`src/verilog/timer_two_pkg.sv`:
```
// Package for the third timer/counter: register offsets, field positions, reset values.
// Assumes byte-wide register access on the internal register port.
package timer_two_pkg;
   localparam logic [7:0] CTRL_ADDR     = 8'hC8;
   localparam logic [7:0] MODE_ADDR     = 8'hC9;
   localparam logic [7:0] CAPL_ADDR     = 8'hCA;
   localparam logic [7:0] CAPH_ADDR     = 8'hCB;
   localparam logic [7:0] CNTL_ADDR     = 8'hCC;
   localparam logic [7:0] CNTH_ADDR     = 8'hCD;
   localparam logic [7:0] CLKCTL_ADDR   = 8'hCE;
   // Control register bits.
   localparam int OVF_BIT   = 7;
   localparam int EXT_BIT   = 6;
   localparam int RXCLK_BIT = 5;
   localparam int TXCLK_BIT = 4;
   localparam int EXEN_BIT  = 3;
   localparam int RUN_BIT   = 2;
   localparam int CT_BIT    = 1;
   localparam int CPRL_BIT  = 0;
   // Mode register bits.
   localparam int CRST_BIT  = 3;
   localparam int OE_BIT    = 1;
   localparam int DOWN_COUNT_ENABLE_BIT  = 0;
   localparam logic [7:0] MODE_MASK = 8'h0B;
   // Clock control register bit for the timer rate.
   localparam int RATE_BIT  = 5;
   localparam logic [7:0] REG_RESET = 8'h00;
   localparam logic [7:0] CLKCTL_RESET = 8'h01;
   // Internal clock prescale when the rate bit is 0 (divide by 12) or 1 (divide by 4).
   localparam logic [3:0] SLOW_DIV  = 4'hC;
   localparam logic [3:0] FAST_DIV  = 4'h4;
   localparam logic [3:0] BAUD_DIV  = 4'h2;
endpackage

```
`src/verilog/fall_detect.sv`:
```
// Falling edge detector on a pin sampled with the internal clock.
// Assumes the pin is already synchronous to ref_clk.
`timescale 1ns/1ps
module fall_detect (
   // Clock and reset
   input  wire logic ref_clk,
   input  wire logic rstn,
   // Pin and result
   input  wire logic pin,
   output logic      level,
   output logic      fall
);
   typedef struct packed {
      logic prev;
   } fd_s;
   fd_s st_r, st_nxt;
   always_comb begin
      st_nxt = st_r;
      st_nxt.prev = pin;
   end
   always_ff @(posedge ref_clk or negedge rstn) begin
      if (!rstn) begin
         st_r <= '{prev: 1'b1};
      end else begin
         st_r <= st_nxt;
      end
   end
   assign level = st_r.prev;
   // The reset value is high, so a pin held low at reset gives one fall in the first cycle after reset.
   assign fall = st_r.prev & ~pin;
endmodule

```
`src/verilog/tick_divider.sv`:
```
// Prescaler that gives a one-cycle tick every div clocks.
// Assumes div is 2 or more and changes only rarely.
`timescale 1ns/1ps
module tick_divider (
   // Clock and reset
   input  wire logic       ref_clk,
   input  wire logic       rstn,
   // Control
   input  wire logic       enable,
   input  wire logic [3:0] div,
   output logic            tick
);
   typedef struct packed {
      logic [3:0] cnt;
   } td_s;
   td_s st_r, st_nxt;
   always_comb begin
      st_nxt = st_r;
      if (!enable || st_r.cnt >= div - 4'h1) begin
         st_nxt.cnt = 4'h0;
      end else begin
         st_nxt.cnt = st_r.cnt + 4'h1;
      end
   end
   always_ff @(posedge ref_clk or negedge rstn) begin
      if (!rstn) begin
         st_r <= '{cnt: 4'h0};
      end else begin
         st_r <= st_nxt;
      end
   end
   assign tick = enable && (st_r.cnt >= div - 4'h1);
endmodule

```
`src/verilog/timer_two.sv`:
```
// Third 16-bit timer/counter with capture, auto-reload, up/down count and baud clock.
// Assumes synchronous pins and a byte register port with one-cycle read latency.
// Notes on behaviour
// - Overflow flag sets on rollover, or in down count when count equals capture.
// - Overflow flag sets only while both baud clock selects are zero.
// - Hardware never clears the overflow flag; software writes set or clear it.
// - External flag sets on trigger falling edge or overflow per mode bits.
// - Software setting or trigger edge on external flag raises timer interrupt.
// - Receive bit clock uses timer 1 overflow unless receive select is one.
// - Transmit bit clock uses timer 1 overflow unless transmit select is one.
// - Either baud clock select forces baud-rate generator operation.
// - Trigger edges capture or reload only when enabled and not in baud mode.
// - Clearing run control stops the counter and keeps the count.
// - Baud-rate generator operation advances once every two clocks.
// - Timer mode counts prescaled clocks; counter mode counts count pin falls.
// - Baud mode ignores capture select and reloads after every overflow.
// - Reload mode reloads on up rollover and, with down count enable clear, on enabled trigger falling edges.
// - Capture mode copies count bytes into capture pair on enabled trigger falls.
// - Capture reset enable clears the count after the capture.
// - In timer mode, clock out enable turns the clock output function on or off.
// - In auto-reload, down count enable and trigger level choose direction.
// - Capture registers receive count on capture and supply reload value.
//
// Chosen here: strobed register access.
`timescale 1ns/1ps
module timer_two #(
   parameter int CW = 16
) (
   // Clock and reset
   input  wire logic       ref_clk,
   input  wire logic       rstn,
   // Register port
   input  wire logic [7:0] addr,
   input  wire logic [7:0] wdata,
   input  wire logic       wr,
   input  wire logic       rd,
   output logic [7:0]      rdata,
   // Pins
   input  wire logic       trigger_pin,
   input  wire logic       count_pin_in,
   output logic            count_pin_out,
   output logic            count_pin_oe,
   // Serial port 0 and interrupt
   input  wire logic       timer1_ovf,
   input  wire logic       serial_mode_var,
   output logic            rx_baud_tick,
   output logic            tx_baud_tick,
   output logic            timer_irq
);
   typedef struct packed {
      logic [7:0]    ctrl;
      logic [7:0]    mode;
      logic [7:0]    clkctl;
      logic [CW-1:0] cap;
      logic [CW-1:0] cnt;
      logic [7:0]    rdata;
      logic          clk_out;
      logic          ovf_evt;
      logic          irq;
   } tm_s;
   tm_s st_r, st_nxt;

   function automatic logic is_wr(input logic [7:0] a, input logic [7:0] target);
      is_wr = wr && (a == target);
   endfunction

   logic trig_lvl, trig_fall, cpin_fall, pre_tick;
   logic baud, step, up, at_top, at_cap, ovf, trig_act;
   logic [CW-1:0] reload;

   fall_detect trig_fd (
      .ref_clk (ref_clk),
      .rstn    (rstn),
      .pin     (trigger_pin),
      .level   (trig_lvl),
      .fall    (trig_fall)
   );
   fall_detect cpin_fd (
      .ref_clk (ref_clk),
      .rstn    (rstn),
      .pin     (count_pin_in),
      .level   (),
      .fall    (cpin_fall)
   );

   assign baud = st_r.ctrl[timer_two_pkg::RXCLK_BIT] | st_r.ctrl[timer_two_pkg::TXCLK_BIT];

   tick_divider prescale (
      .ref_clk (ref_clk),
      .rstn    (rstn),
      .enable  (st_r.ctrl[timer_two_pkg::RUN_BIT]),
      .div     (baud ? timer_two_pkg::BAUD_DIV :
                (st_r.clkctl[timer_two_pkg::RATE_BIT] ? timer_two_pkg::FAST_DIV
                                                      : timer_two_pkg::SLOW_DIV)),
      .tick    (pre_tick)
   );

   always_comb begin
      logic [7:0] c;
      c = 8'h00;
      st_nxt = st_r;
      reload = st_r.cap;
      // Direction only bends in plain reload mode with the trigger pin steering it.
      up = !(st_r.mode[timer_two_pkg::DOWN_COUNT_ENABLE_BIT] && !baud &&
             !st_r.ctrl[timer_two_pkg::CPRL_BIT] && !trig_lvl);
      step = st_r.ctrl[timer_two_pkg::RUN_BIT] &&
             ((baud || !st_r.ctrl[timer_two_pkg::CT_BIT]) ? pre_tick : cpin_fall);
      at_top = (st_r.cnt == {CW{1'b1}});
      at_cap = (st_r.cnt == st_r.cap);
      ovf = step && (up ? at_top : at_cap);
      trig_act = trig_fall && st_r.ctrl[timer_two_pkg::EXEN_BIT] && !baud;
      st_nxt.ovf_evt = ovf;
      // Count path.
      if (step) begin
         if (up) begin
            if (at_top && (baud || !st_r.ctrl[timer_two_pkg::CPRL_BIT])) begin
               st_nxt.cnt = reload;
            end else begin
               st_nxt.cnt = st_r.cnt + {{(CW-1){1'b0}}, 1'b1};
            end
         end else if (at_cap) begin
            st_nxt.cnt = {CW{1'b1}};
         end else begin
            st_nxt.cnt = st_r.cnt - {{(CW-1){1'b0}}, 1'b1};
         end
      end
      if (trig_act) begin
         if (st_r.ctrl[timer_two_pkg::CPRL_BIT]) begin
            st_nxt.cap = st_r.cnt;
            if (st_r.mode[timer_two_pkg::CRST_BIT]) begin
               st_nxt.cnt = {CW{1'b0}};
            end
         end else if (!st_r.mode[timer_two_pkg::DOWN_COUNT_ENABLE_BIT]) begin
            st_nxt.cnt = reload;
         end
      end
      // Clock out toggles on each overflow when enabled.
      if (st_r.mode[timer_two_pkg::OE_BIT] && ovf) begin
         st_nxt.clk_out = ~st_r.clk_out;
      end
      // Register writes; hardware sets applied after so a set wins over a clear.
      if (is_wr(addr, timer_two_pkg::CTRL_ADDR)) begin
         st_nxt.ctrl = wdata;
      end
      if (is_wr(addr, timer_two_pkg::MODE_ADDR)) begin
         st_nxt.mode = wdata & timer_two_pkg::MODE_MASK;
      end
      if (is_wr(addr, timer_two_pkg::CLKCTL_ADDR)) begin
         st_nxt.clkctl = wdata;
      end
      if (is_wr(addr, timer_two_pkg::CAPL_ADDR)) begin
         st_nxt.cap[7:0] = wdata;
      end
      if (is_wr(addr, timer_two_pkg::CAPH_ADDR)) begin
         st_nxt.cap[CW-1:8] = wdata;
      end
      if (is_wr(addr, timer_two_pkg::CNTL_ADDR)) begin
         st_nxt.cnt[7:0] = wdata;
      end
      if (is_wr(addr, timer_two_pkg::CNTH_ADDR)) begin
         st_nxt.cnt[CW-1:8] = wdata;
      end
      if (ovf && !baud) begin
         st_nxt.ctrl[timer_two_pkg::OVF_BIT] = 1'b1;
      end
      // External flag: trigger edge, or overflow while counting both ways.
      if (trig_act || (ovf && !baud && st_r.mode[timer_two_pkg::DOWN_COUNT_ENABLE_BIT])) begin
         st_nxt.ctrl[timer_two_pkg::EXT_BIT] = 1'b1;
      end
      st_nxt.irq = st_nxt.ctrl[timer_two_pkg::OVF_BIT] | st_nxt.ctrl[timer_two_pkg::EXT_BIT];
      // Read path.
      case (addr)
         timer_two_pkg::CTRL_ADDR:   c = st_r.ctrl;
         timer_two_pkg::MODE_ADDR:   c = st_r.mode;
         timer_two_pkg::CLKCTL_ADDR: c = st_r.clkctl;
         timer_two_pkg::CAPL_ADDR:   c = st_r.cap[7:0];
         timer_two_pkg::CAPH_ADDR:   c = st_r.cap[CW-1:8];
         timer_two_pkg::CNTL_ADDR:   c = st_r.cnt[7:0];
         timer_two_pkg::CNTH_ADDR:   c = st_r.cnt[CW-1:8];
         default:                    c = 8'h00;
      endcase
      st_nxt.rdata = rd ? c : 8'h00;
   end

   always_ff @(posedge ref_clk or negedge rstn) begin
      if (!rstn) begin
         st_r <= '{ctrl: timer_two_pkg::REG_RESET, mode: timer_two_pkg::REG_RESET,
                   clkctl: timer_two_pkg::CLKCTL_RESET, cap: '0, cnt: '0,
                   rdata: 8'h00, clk_out: 1'b0, ovf_evt: 1'b0, irq: 1'b0};
      end else begin
         st_r <= st_nxt;
      end
   end

   assign rdata = st_r.rdata;
   assign timer_irq = st_r.irq;
   assign count_pin_out = st_r.clk_out;
   assign count_pin_oe = st_r.mode[timer_two_pkg::OE_BIT] & ~st_r.ctrl[timer_two_pkg::CT_BIT];
   // Serial port baud sources, meaningful only in the variable-rate serial modes.
   assign rx_baud_tick = serial_mode_var &&
      (st_r.ctrl[timer_two_pkg::RXCLK_BIT] ? st_r.ovf_evt : timer1_ovf);
   assign tx_baud_tick = serial_mode_var &&
      (st_r.ctrl[timer_two_pkg::TXCLK_BIT] ? st_r.ovf_evt : timer1_ovf);

   // Stop holds the count.
   stop_hold_a: assert property (@(posedge ref_clk) disable iff (!rstn)
      (!st_r.ctrl[timer_two_pkg::RUN_BIT] && !wr && !trig_act) |=> $stable(st_r.cnt))
      else $error("count moved while stopped");
   // Baud mode never sets the overflow flag.
   baud_no_flag_a: assert property (@(posedge ref_clk) disable iff (!rstn)
      (baud && !wr && !st_r.ctrl[timer_two_pkg::OVF_BIT]) |=> !st_r.ctrl[timer_two_pkg::OVF_BIT])
      else $error("overflow flag set in baud mode");
   // Flag sticks without software.
   flag_sticky_a: assert property (@(posedge ref_clk) disable iff (!rstn)
      (st_r.ctrl[timer_two_pkg::OVF_BIT] && !wr) |=> st_r.ctrl[timer_two_pkg::OVF_BIT])
      else $error("overflow flag cleared by hardware");
   // Up rollover in timer mode sets the flag.
   ovf_sets_a: assert property (@(posedge ref_clk) disable iff (!rstn)
      (ovf && !baud) |=> st_r.ctrl[timer_two_pkg::OVF_BIT])
      else $error("overflow flag missing");
   // Capture copies the count.
   capture_copy_a: assert property (@(posedge ref_clk) disable iff (!rstn)
      (trig_act && st_r.ctrl[timer_two_pkg::CPRL_BIT] && !wr) |=> st_r.cap == $past(st_r.cnt))
      else $error("capture missed");
   // Baud overflow reloads.
   baud_reload_a: assert property (@(posedge ref_clk) disable iff (!rstn)
      (baud && ovf && !wr) |=> st_r.cnt == $past(st_r.cap))
      else $error("baud reload missed");
   // Trigger edge sets the external flag.
   ext_flag_a: assert property (@(posedge ref_clk) disable iff (!rstn)
      trig_act |=> st_r.ctrl[timer_two_pkg::EXT_BIT])
      else $error("external flag missing");
   // Interrupt follows flags.
   irq_follow_a: assert property (@(posedge ref_clk) disable iff (!rstn)
      st_r.ctrl[timer_two_pkg::EXT_BIT] |-> timer_irq)
      else $error("interrupt missing");
endmodule

```
`config.mk`:
```
export PLATFORM = sky130hd
export DESIGN_NAME = timer_two
export DESIGN_NICKNAME = d
export VERILOG_FILES = /design/src/verilog/timer_two_pkg.sv /design/src/verilog/fall_detect.sv /design/src/verilog/tick_divider.sv /design/src/verilog/timer_two.sv
export SDC_FILE = /design/constraint.sdc
export NUM_CORES = 1
export LEC_CHECK = 0
export ABC_AREA = 1
export BUFFER_PORTS_ARGS = -buffer_cell sky130_fd_sc_hd__buf_2
export CAP_MARGIN = 25
export CORE_MARGIN = 3
export CORE_UTILIZATION = 30
export DETAILED_ROUTE_END_ITERATION = 8
export HOLD_SLACK_MARGIN = 0.12
export PLACE_DENSITY = 0.53
export RECOVER_POWER = 25
export SLEW_MARGIN = 0
export SYNTH_ARGS = -nofsm -noshare
export SYNTH_HDL_FRONTEND = slang
export SYNTH_HIERARCHICAL = 1
export SYNTH_SLANG_ARGS = --single-unit
```
`constraint.sdc`:
```
create_clock -name ref_clk -period 5.5 [get_ports ref_clk]
set_input_delay 1.65 -clock ref_clk [delete_from_list [all_inputs] [get_ports ref_clk]]
set_output_delay 1.65 -clock ref_clk [all_outputs]
set_load 0.01 [all_outputs]
```
==> impl_results.md, run 1 <==
- Status: complete, but fails checks
- Failing checks: max-capacitance violations, max-slew violations
- Via density: 5.28
- R2R cell count: 20
- # clock sinks: 68
- Gr usage total: 19.9%
- # DRC: 0
- Synth cell types: 38
- CTS Hold Bufs: 0
- Fin Hold WS: 490 ps
- Post-Synth XOR/XNOR Area: 4.08%
- Pwr/cell area: 331 mW/mm2
- Minimum clock period: 4080 ps
- Yosys top cell by area: dfrtp_1
- Post-CTS Setup Bufs: 0
- Compound-Gate Fraction of Synth Area: 14.1%
- Clock buffer count from CTS: 9
- Mapped cell area: 0.00512 mm2
- Avg Inst Size Synth: 6.86 um2
- Synthesis warning total: 6
- First-pass GRT wire length: 28.3 mm
- Worst Path Required: 5770 ps
- Die ar.: 0.0187 mm2
- HP Class: reg2reg
- CTS resizes: 0
- GR Layer Usage met2: 30.3%
- Synth area leaders: dfrtp_1, nand2_1, nand3_1
- Clock Path Buffers: 2
- Clock Skew: 8.38 ps
- DR pass1 iterations: 5
- Initial antenna violation count: 0
- # rows: 47
- Hold path start: st_r[46]$_DFFE_PN0P_
- Maximum vdd drop: 0.000121 V
- GRT met3 Usage: 2.39%
- CP arrival: 4350 ps
- Total of max-cap violations: 1
- Initial core utilization: 30.8%
- H-tree depth: 3
- P&R area growth vs syn: 10.3%
- Die Span Y: 137 um
- Setup crit start: st_r[63]$_DFFE_PN0P_
- Floorplan core area: 0.0166 mm2
- Dpl cell area: 0.00537 mm2
- Max-slew headroom: -22.9%
- GPL Wtd Cong: 0.890
- RR Startpoint: st_r[63]$_DFFE_PN0P_
- Fin. Hold Viols: 0
- Crit Path Category: reg2reg
- Max-slew violation count: 69
- Synth Area in Simple Gates: 35.9%
- RSZ-0062 raised after global routing: false
- Area share of the largest cell type after synthesis: 31.8%
- Proportion of layout cells with a drive suffix above 1: 13.4%
- Synthesized instance count: 746
- GR Layer Usage met1: 28.8%
- ANT cells: 0
- Via count: 5211
- Adder-Cell Fraction of Synth Area: 1.95%
- Setup crit start kind: flop
- Insertion delay to the later sink of the worst-skew pair: 340 ps
- Worst Path Max Fanout: 13
- Least-Margin Pin Slew: 1840 ps
- Overall power after layout: 0.00187 W
- Final setup fails: 0
- Sequential element share of the synthesized area: 33.3%
- Hold-critical path depth: 2
- Wirelength, routed: 18.1 mm
- GRT Max-Usage Layer: met2
- Vias in the first global route: 4851
- Main combinational cell family by area after synthesis: simple AND/OR/NAND/NOR gates
- IO Pins: 37
- Worst Setup End Kind: flop
- Lkg Pwr: 2.67 nW
- Setup Total Neg Slack: 0 ps
- GRT overflow: 0
- Die width: 137 um
- DRT iter0 DRCs: 550
- CTS Root Cell: clkbuf_16
- Clk slew on worst S/H paths: 60 ps
- Routed Antenna Nets: 0
- IO buf count: 36
- Crit share post-route: 74.1%
- Final nets: 793
- Achievable frequency: 245 MHz
- Hpwl dp: 12.6 mm
- Fill count: 1852
- Per-cell routed wire length: 18.3 um
- Pin count of the biggest net entering global routing: 69
- CTS tree: done
- Number of synthesized register bits: 68
- Mux share of post-synthesis cell area: 0%
- Design area: 0.00565 mm2
## area by class of cell
cell class / count / area, um2 / share of cell area, %
Tap cell: 220 / 275 / 4.87
Clock buffer: 12 / 246 / 4.36
Clock inverter: 4 / 50.0 / 0.886
Inverter: 86 / 323 / 5.71
Timing Repair Buffer: 37 / 185 / 3.28
Multi-Input combinational cell: 559 / 2870 / 50.7
Sequential cell: 68 / 1710 / 30.2
## placed cells by master, fill, tap and decap left out, types with 3 or more instances in the layout
cell	count
inv_1	75
a21oi_1	11
xor2_1	17
ha_1	8
nor3_1	7
nand4_1	6
buf_2	33
o221ai_1	16
nand3_1	84
o21ai_0	45
nand2_1	215
xnor2_1	5
clkbuf_1	4
nor2_2	7
a21oi_2	14
o22ai_1	16
nand2_2	3
inv_2	10
a31oi_1	5
nand3_2	3
dfrtp_1	65
dfstp_2	3
nor2_4	4
nor2_1	77
nand2_4	3
clkbuf_16	9
## worst paths after layout
check                                        to  slack, ps
min in group asynchronous  st_r[61]$_DFFE_PN0P_       1780
max in group asynchronous    st_r[13]$_DFF_PN0_       2600
min reg2reg                st_r[46]$_DFFE_PN0P_        490
max                          st_r[22]$_DFF_PN0_       1420
min                        st_r[46]$_DFFE_PN0P_        490
max reg2reg                  st_r[22]$_DFF_PN0_       1420
## through the flow
step                cells  utilization (%)  worst slack, ps
CTS                   986             34.1             1760
floorplan             747                -             1930
detailed placement    970             32.3             1760
finish                986             34.0             1420
global placement      970             32.3             1760
global route          986             34.0             1170
## cell families (layout without fill, tap and decap cells)
kind of cell / count (synthesis) / in the layout
buffers and inverters: 120 / 139
adder cells (fa/ha/maj): 8 / 8
flip-flops: 68 / 68
AO/OA/AOI/OAI: 112 / 112
other: 1 / 2
AND/OR/NAND/NOR: 414 / 414
XOR/XNOR: 23 / 23
## power by group
group	internal, W	total (W)	switching (W)
Clock	0.000363	0.000596	0.000233
Combinational	0.000202	0.000567	0.000365
Sequential	0.000564	0.000707	0.000143
## Yosys cell counts (all sizes together)
| master | instances |
|---|---|
| dfstp | 3 |
| xnor2 | 6 |
| a21oi | 26 |
| inv | 85 |
| clkinv | 1 |
| clkbuf | 7 |
| o21ai | 45 |
| xor2 | 17 |
| a22o | 1 |
| a31oi | 5 |
| dfrtp | 65 |
| o221ai | 16 |
| o22ai | 16 |
| a221oi | 2 |
| nor3 | 11 |
| nand3b | 1 |
| o21a | 1 |
| nand2 | 221 |
| nand3 | 87 |
| buf | 27 |
| ha | 8 |
| nand4 | 6 |
| conb | 1 |
| nor2 | 88 |
## flip-flops by register name, indices dropped and copies added, names as in the netlist
signal         flops
count_pin_out      1
prescale/st_r      4
st_r              36
timer_irq          1
trig_fd/level      1
rdata              8
reload            16
cpin_fd/level      1
## layer usage
metal	vias up	wire length (um)	share of wire [%]
li1	2458	-	-
met1	2478	8150	45
met2	238	7970	44
met3	37	1460	8.1
met4	0	479	2.7
met5	-	0	0
## worst max-delay path, cell delays in order, from the launching register on
cell	delay (ps)
dfrtp_1	420
nor2_1	580
inv_1	270
nor3_1	270
xnor2_1	90
ha_1	310
nand2_1	70
inv_2	60
nand2_1	60
nand3_1	70
nand2_1	50
inv_1	50
a21oi_1	50
nor3_4	700
buf_4	300
nand2_4	140
nand2_1	140
nand2_1	80
nand2_1	70
nand2_1	60
a21oi_2	150
Note: power is estimated with default switching activity, not from simulation.
==> run 2, diff against run 1 <==
--- a/config.mk
+++ b/config.mk
@@ -5,14 +5,14 @@
 export SDC_FILE = /design/constraint.sdc
 export NUM_CORES = 1
 export LEC_CHECK = 0
-export ABC_AREA = 1
+export ABC_AREA = 0
 export BUFFER_PORTS_ARGS = -buffer_cell sky130_fd_sc_hd__buf_2
 export CAP_MARGIN = 25
 export CORE_MARGIN = 3
 export CORE_UTILIZATION = 30
 export DETAILED_ROUTE_END_ITERATION = 8
 export HOLD_SLACK_MARGIN = 0.12
-export PLACE_DENSITY = 0.53
+export PLACE_DENSITY = 0.55
 export RECOVER_POWER = 25
 export SLEW_MARGIN = 0
 export SYNTH_ARGS = -nofsm -noshare
==> constraint.sdc (replaced) <==
create_clock -name ref_clk -period 3.5 [get_ports ref_clk]
set_input_delay 1.05 -clock ref_clk [delete_from_list [all_inputs] [get_ports ref_clk]]
set_output_delay 1.05 -clock ref_clk [all_outputs]
set_load 0.01 [all_outputs]
==> impl_results.md, run 2 <==
- Least-Margin Pin Slew: 1520 ps (was 1840 ps)
- Design area: 0.00563 mm2 (was 0.00565 mm2)
- Final setup fails: 0 (unchanged)
- Fin. Hold Viols: 0 (unchanged)
- CP arrival: 3520 ps (was 4350 ps)
- CTS Root Cell: clkbuf_16 (unchanged)
- Via count: 4496 (was 5211)
- Gr usage total: 18.9% (was 19.9%)
- GRT met3 Usage: 4.27% (was 2.39%)
- Asr flop ratio synth: 100% (unchanged)
- H-tree depth: 3 (unchanged)
- HP Class: reg2reg (unchanged)
- Top post-synthesis cells by count: dfrtp_1, nor2_1, clkbuf_1, a21oi_1, mux2i_1 (was nand2_1, nand3_1, nor2_1, inv_1, dfrtp_1)
- Synth cell types: 61 (was 38)
- Clk slew on worst S/H paths: 60 ps (about the same)
- Max-slew headroom: -1.44% (was -22.9%)
- Pin count of the biggest net entering global routing: 43 (was 69)
- Largest Register: st_r (unchanged)
- Synthesis warning total: 6 (unchanged)
- Die ar.: 0.0179 mm2 (was 0.0187 mm2)
- RSZ-0062 raised after global routing: false (unchanged)
- Status: complete, but fails checks (unchanged)
- EDFF count, synth: 0 (unchanged)
- Initial core utilization: 30.7% (was 30.8%)
- Die width: 134 um (was 137 um)
- Insertion delay to the later sink of the worst-skew pair: 350 ps (was 340 ps)
- Total of max-cap violations: 1 (unchanged)
- Dpl cell area: 0.00529 mm2 (was 0.00537 mm2)
- GR Layer Usage met1: 25.9% (was 28.8%)
- Die Span Y: 134 um (was 137 um)
- Clock buffer count from CTS: 9 (unchanged)
- Proportion of layout cells with a drive suffix above 1: 19.0% (was 13.4%)
- IO buf count: 36 (unchanged)
- First-pass GRT wire length: 26.1 mm (was 28.3 mm)
- CP peak stage delay: 460 ps (was 700 ps)
- ANT cells: 0 (unchanged)
- Setup Total Neg Slack: 0 ps (unchanged)
- Ys flop type: dfrtp_1 (unchanged)
- DR pass1 iterations: 6 (was 5)
- Commonest non-fill, non-tap cells in the layout: dfrtp_1, nor2_1, buf_2 (was nand2_1, nand3_1, nor2_1)
- Crit share post-route: 92.4% (was 74.1%)
- P&R area growth vs syn: 15.1% (was 10.3%)
- GRT overflow: 0 (unchanged)
- Final nets: 607 (was 793)
- Worst Setup End Kind: flop (unchanged)
- Yosys top cell by area: dfrtp_1 (unchanged)
- Avg Inst Size Synth: 8.81 um2 (was 6.86 um2)
- Top-count cell post-synth: dfrtp_1 (was nand2_1)
- DRT iter0 DRCs: 427 (was 550)
- Post-CTS Setup Bufs: 0 (unchanged)
- Clock Skew: 8.54 ps (was 8.38 ps)
- Via density: 5.65 (was 5.28)
- Number of synthesized register bits: 68 (unchanged)
- Vias in the first global route: 4386 (was 4851)
- CTS tree: done (unchanged)
- Crit path cell chain: nor2_1 -> inv_1 -> nor3_1 -> xnor2_1 -> ha_1 -> a21oi_1 -> o21ai_0 -> and2_1 -> and2_1 -> a22o_2 -> nor2_2 -> a221oi_1 -> nor2_1 -> a41o_1 (was nor2_1 -> inv_1 -> nor3_1 -> xnor2_1 -> ha_1 -> nand2_1 -> inv_2 -> nand2_1 -> nand3_1 -> nand2_1 -> inv_1 -> a21oi_1 -> nor3_4 -> buf_4 -> nand2_4 -> nand2_1 -> nand2_1 -> nand2_1 -> nand2_1 -> a21oi_2)
- Worst Path Required: 3780 ps (was 5770 ps)
- Floorplan core area: 0.0159 mm2 (was 0.0166 mm2)
- Setup crit start kind: flop (unchanged)
- Mapped cell area: 0.00490 mm2 (was 0.00512 mm2)
- Initial antenna violation count: 0 (unchanged)
- # rows: 46 (was 47)
- Synthesized instance count: 556 (was 746)
- Achievable frequency: 309 MHz (was 245 MHz)
- Routed Antenna Nets: 0 (unchanged)
- # clock sinks: 68 (unchanged)
- Worst Path Max Fanout: 8 (was 13)
- Lkg Pwr: 2.64 nW (was 2.67 nW)
- Commonest non-fill, non-tap cell in the layout: dfrtp_1 (was nand2_1)
- Wirelength, routed: 16.6 mm (was 18.1 mm)
- GR Layer Usage met2: 29.4% (was 30.3%)
- Hpwl dp: 11.9 mm (was 12.6 mm)
- Minimum clock period: 3230 ps (was 4080 ps)
- CP max-delay cell: dfrtp_1 (was nor3_4)
- Per-cell routed wire length: 20.9 um (was 18.3 um)
- # DRC: 0 (unchanged)
- GRT Max-Usage Layer: met2 (unchanged)
- Sequential element share of the synthesized area: 34.8% (was 33.3%)
- Failing checks: max-capacitance violations, max-slew violations (unchanged)
- GPL Wtd Cong: 0.920 (was 0.890)
- Area share of the largest cell type after synthesis: 33.2% (was 31.8%)
- Pwr/cell area: 482 mW/mm2 (was 331 mW/mm2)
- Largest register FFs: 36 (unchanged)
- Max-slew violation count: 28 (was 69)
- Synth area leaders: dfrtp_1, mux2i_1, xor2_1 (was dfrtp_1, nand2_1, nand3_1)
- Crit Path Category: reg2reg (unchanged)
- Maximum vdd drop: 0.000280 V (was 0.000121 V)
- IO Pins: 37 (unchanged)
- Clock Path Buffers: 2 (unchanged)
[run 2: through the flow]
step	util [%]	power [W]	hold WS (ps)	setup WS, ps	instances
2_1_floorplan	-	0.00140	450	486	557
3_3_place_gp	33.2	0.00163	459	225	780
3_5_place_dp	33.2	0.00163	461	110	780
4_1_cts	35.4	0.00273	471	72.4	796
5_1_grt	35.3	0.00285	475	6.90	796
6_report	35.3	0.00272	465	265	796
[run 2: kinds of logic after synthesis]
kind of cell	Yosys count	share of synthesized area, %
compound gates	125	16.9
xor+xnor	45	8.05
fa+ha+maj	8	2.04
buf+inv	64	5.83
flops	68	34.8
mux	51	11.2
other cells	1	0.0766
simple gates	194	21.1
[run 2: layout make-up]
cell class / instances / area, um2
fillers: 1668 / 10300
multi-input cells: 425 / 2920
flip-flops and latches: 68 / 1710
repair buffers: 58 / 339
well taps: 216 / 270
clock buffers: 9 / 225
clock inverters: 7 / 121
inverters: 13 / 48.8
[run 2: report_power, final]
| group | switching [W] | internal, W |
|---|---|---|
| logic | 0.000391 | 0.000296 |
| clock network | 0.000385 | 0.000702 |
| registers | 0.0000950 | 0.000847 |
[run 2: worst max-delay path, delay by kind of cell (launching register included)]
| family | cells | cell delay [ps] |
|---|---|---|
| flops | 1 | 460 |
| xor+xnor | 1 | 160 |
| fa+ha+maj | 1 | 270 |
| simple gates | 6 | 1320 |
| compound gates | 5 | 860 |
| buf+inv | 1 | 110 |
[run 2: path summary, 6_finish.rpt]
| path | start | to | slack, ps | depth (start not counted) |
|---|---|---|---|---|
| max | st_r[63]$_DFFE_PN0P_ | st_r[24]$_DFF_PN0_ | 270 | 14 |
| min | count_pin_out$_DFFE_PN0P_ | count_pin_out$_DFFE_PN0P_ | 470 | 1 |
| max reg2reg | st_r[63]$_DFFE_PN0P_ | st_r[24]$_DFF_PN0_ | 270 | 14 |
| min reg2reg | count_pin_out$_DFFE_PN0P_ | count_pin_out$_DFFE_PN0P_ | 470 | 1 |
| max in group asynchronous | rstn | st_r[23]$_DFF_PN0_ | 620 | 2 |
| min in group asynchronous | rstn | prescale/st_r[0]$_DFF_PN0_ | 1060 | 1 |
[run 2: routing by layer]
metal / wire length (um) / vias up
li1: - / 2045
met1: 7340 / 2222
met2: 7730 / 192
met3: 1150 / 37
met4: 404 / 0
met5: 0 / -
[run 2: repair_timing]
item                                    in CTS  in global routing
endpoints found under the setup margin       0                 12
hold buffers                                 0                  0
gates resized for setup                      0                  5
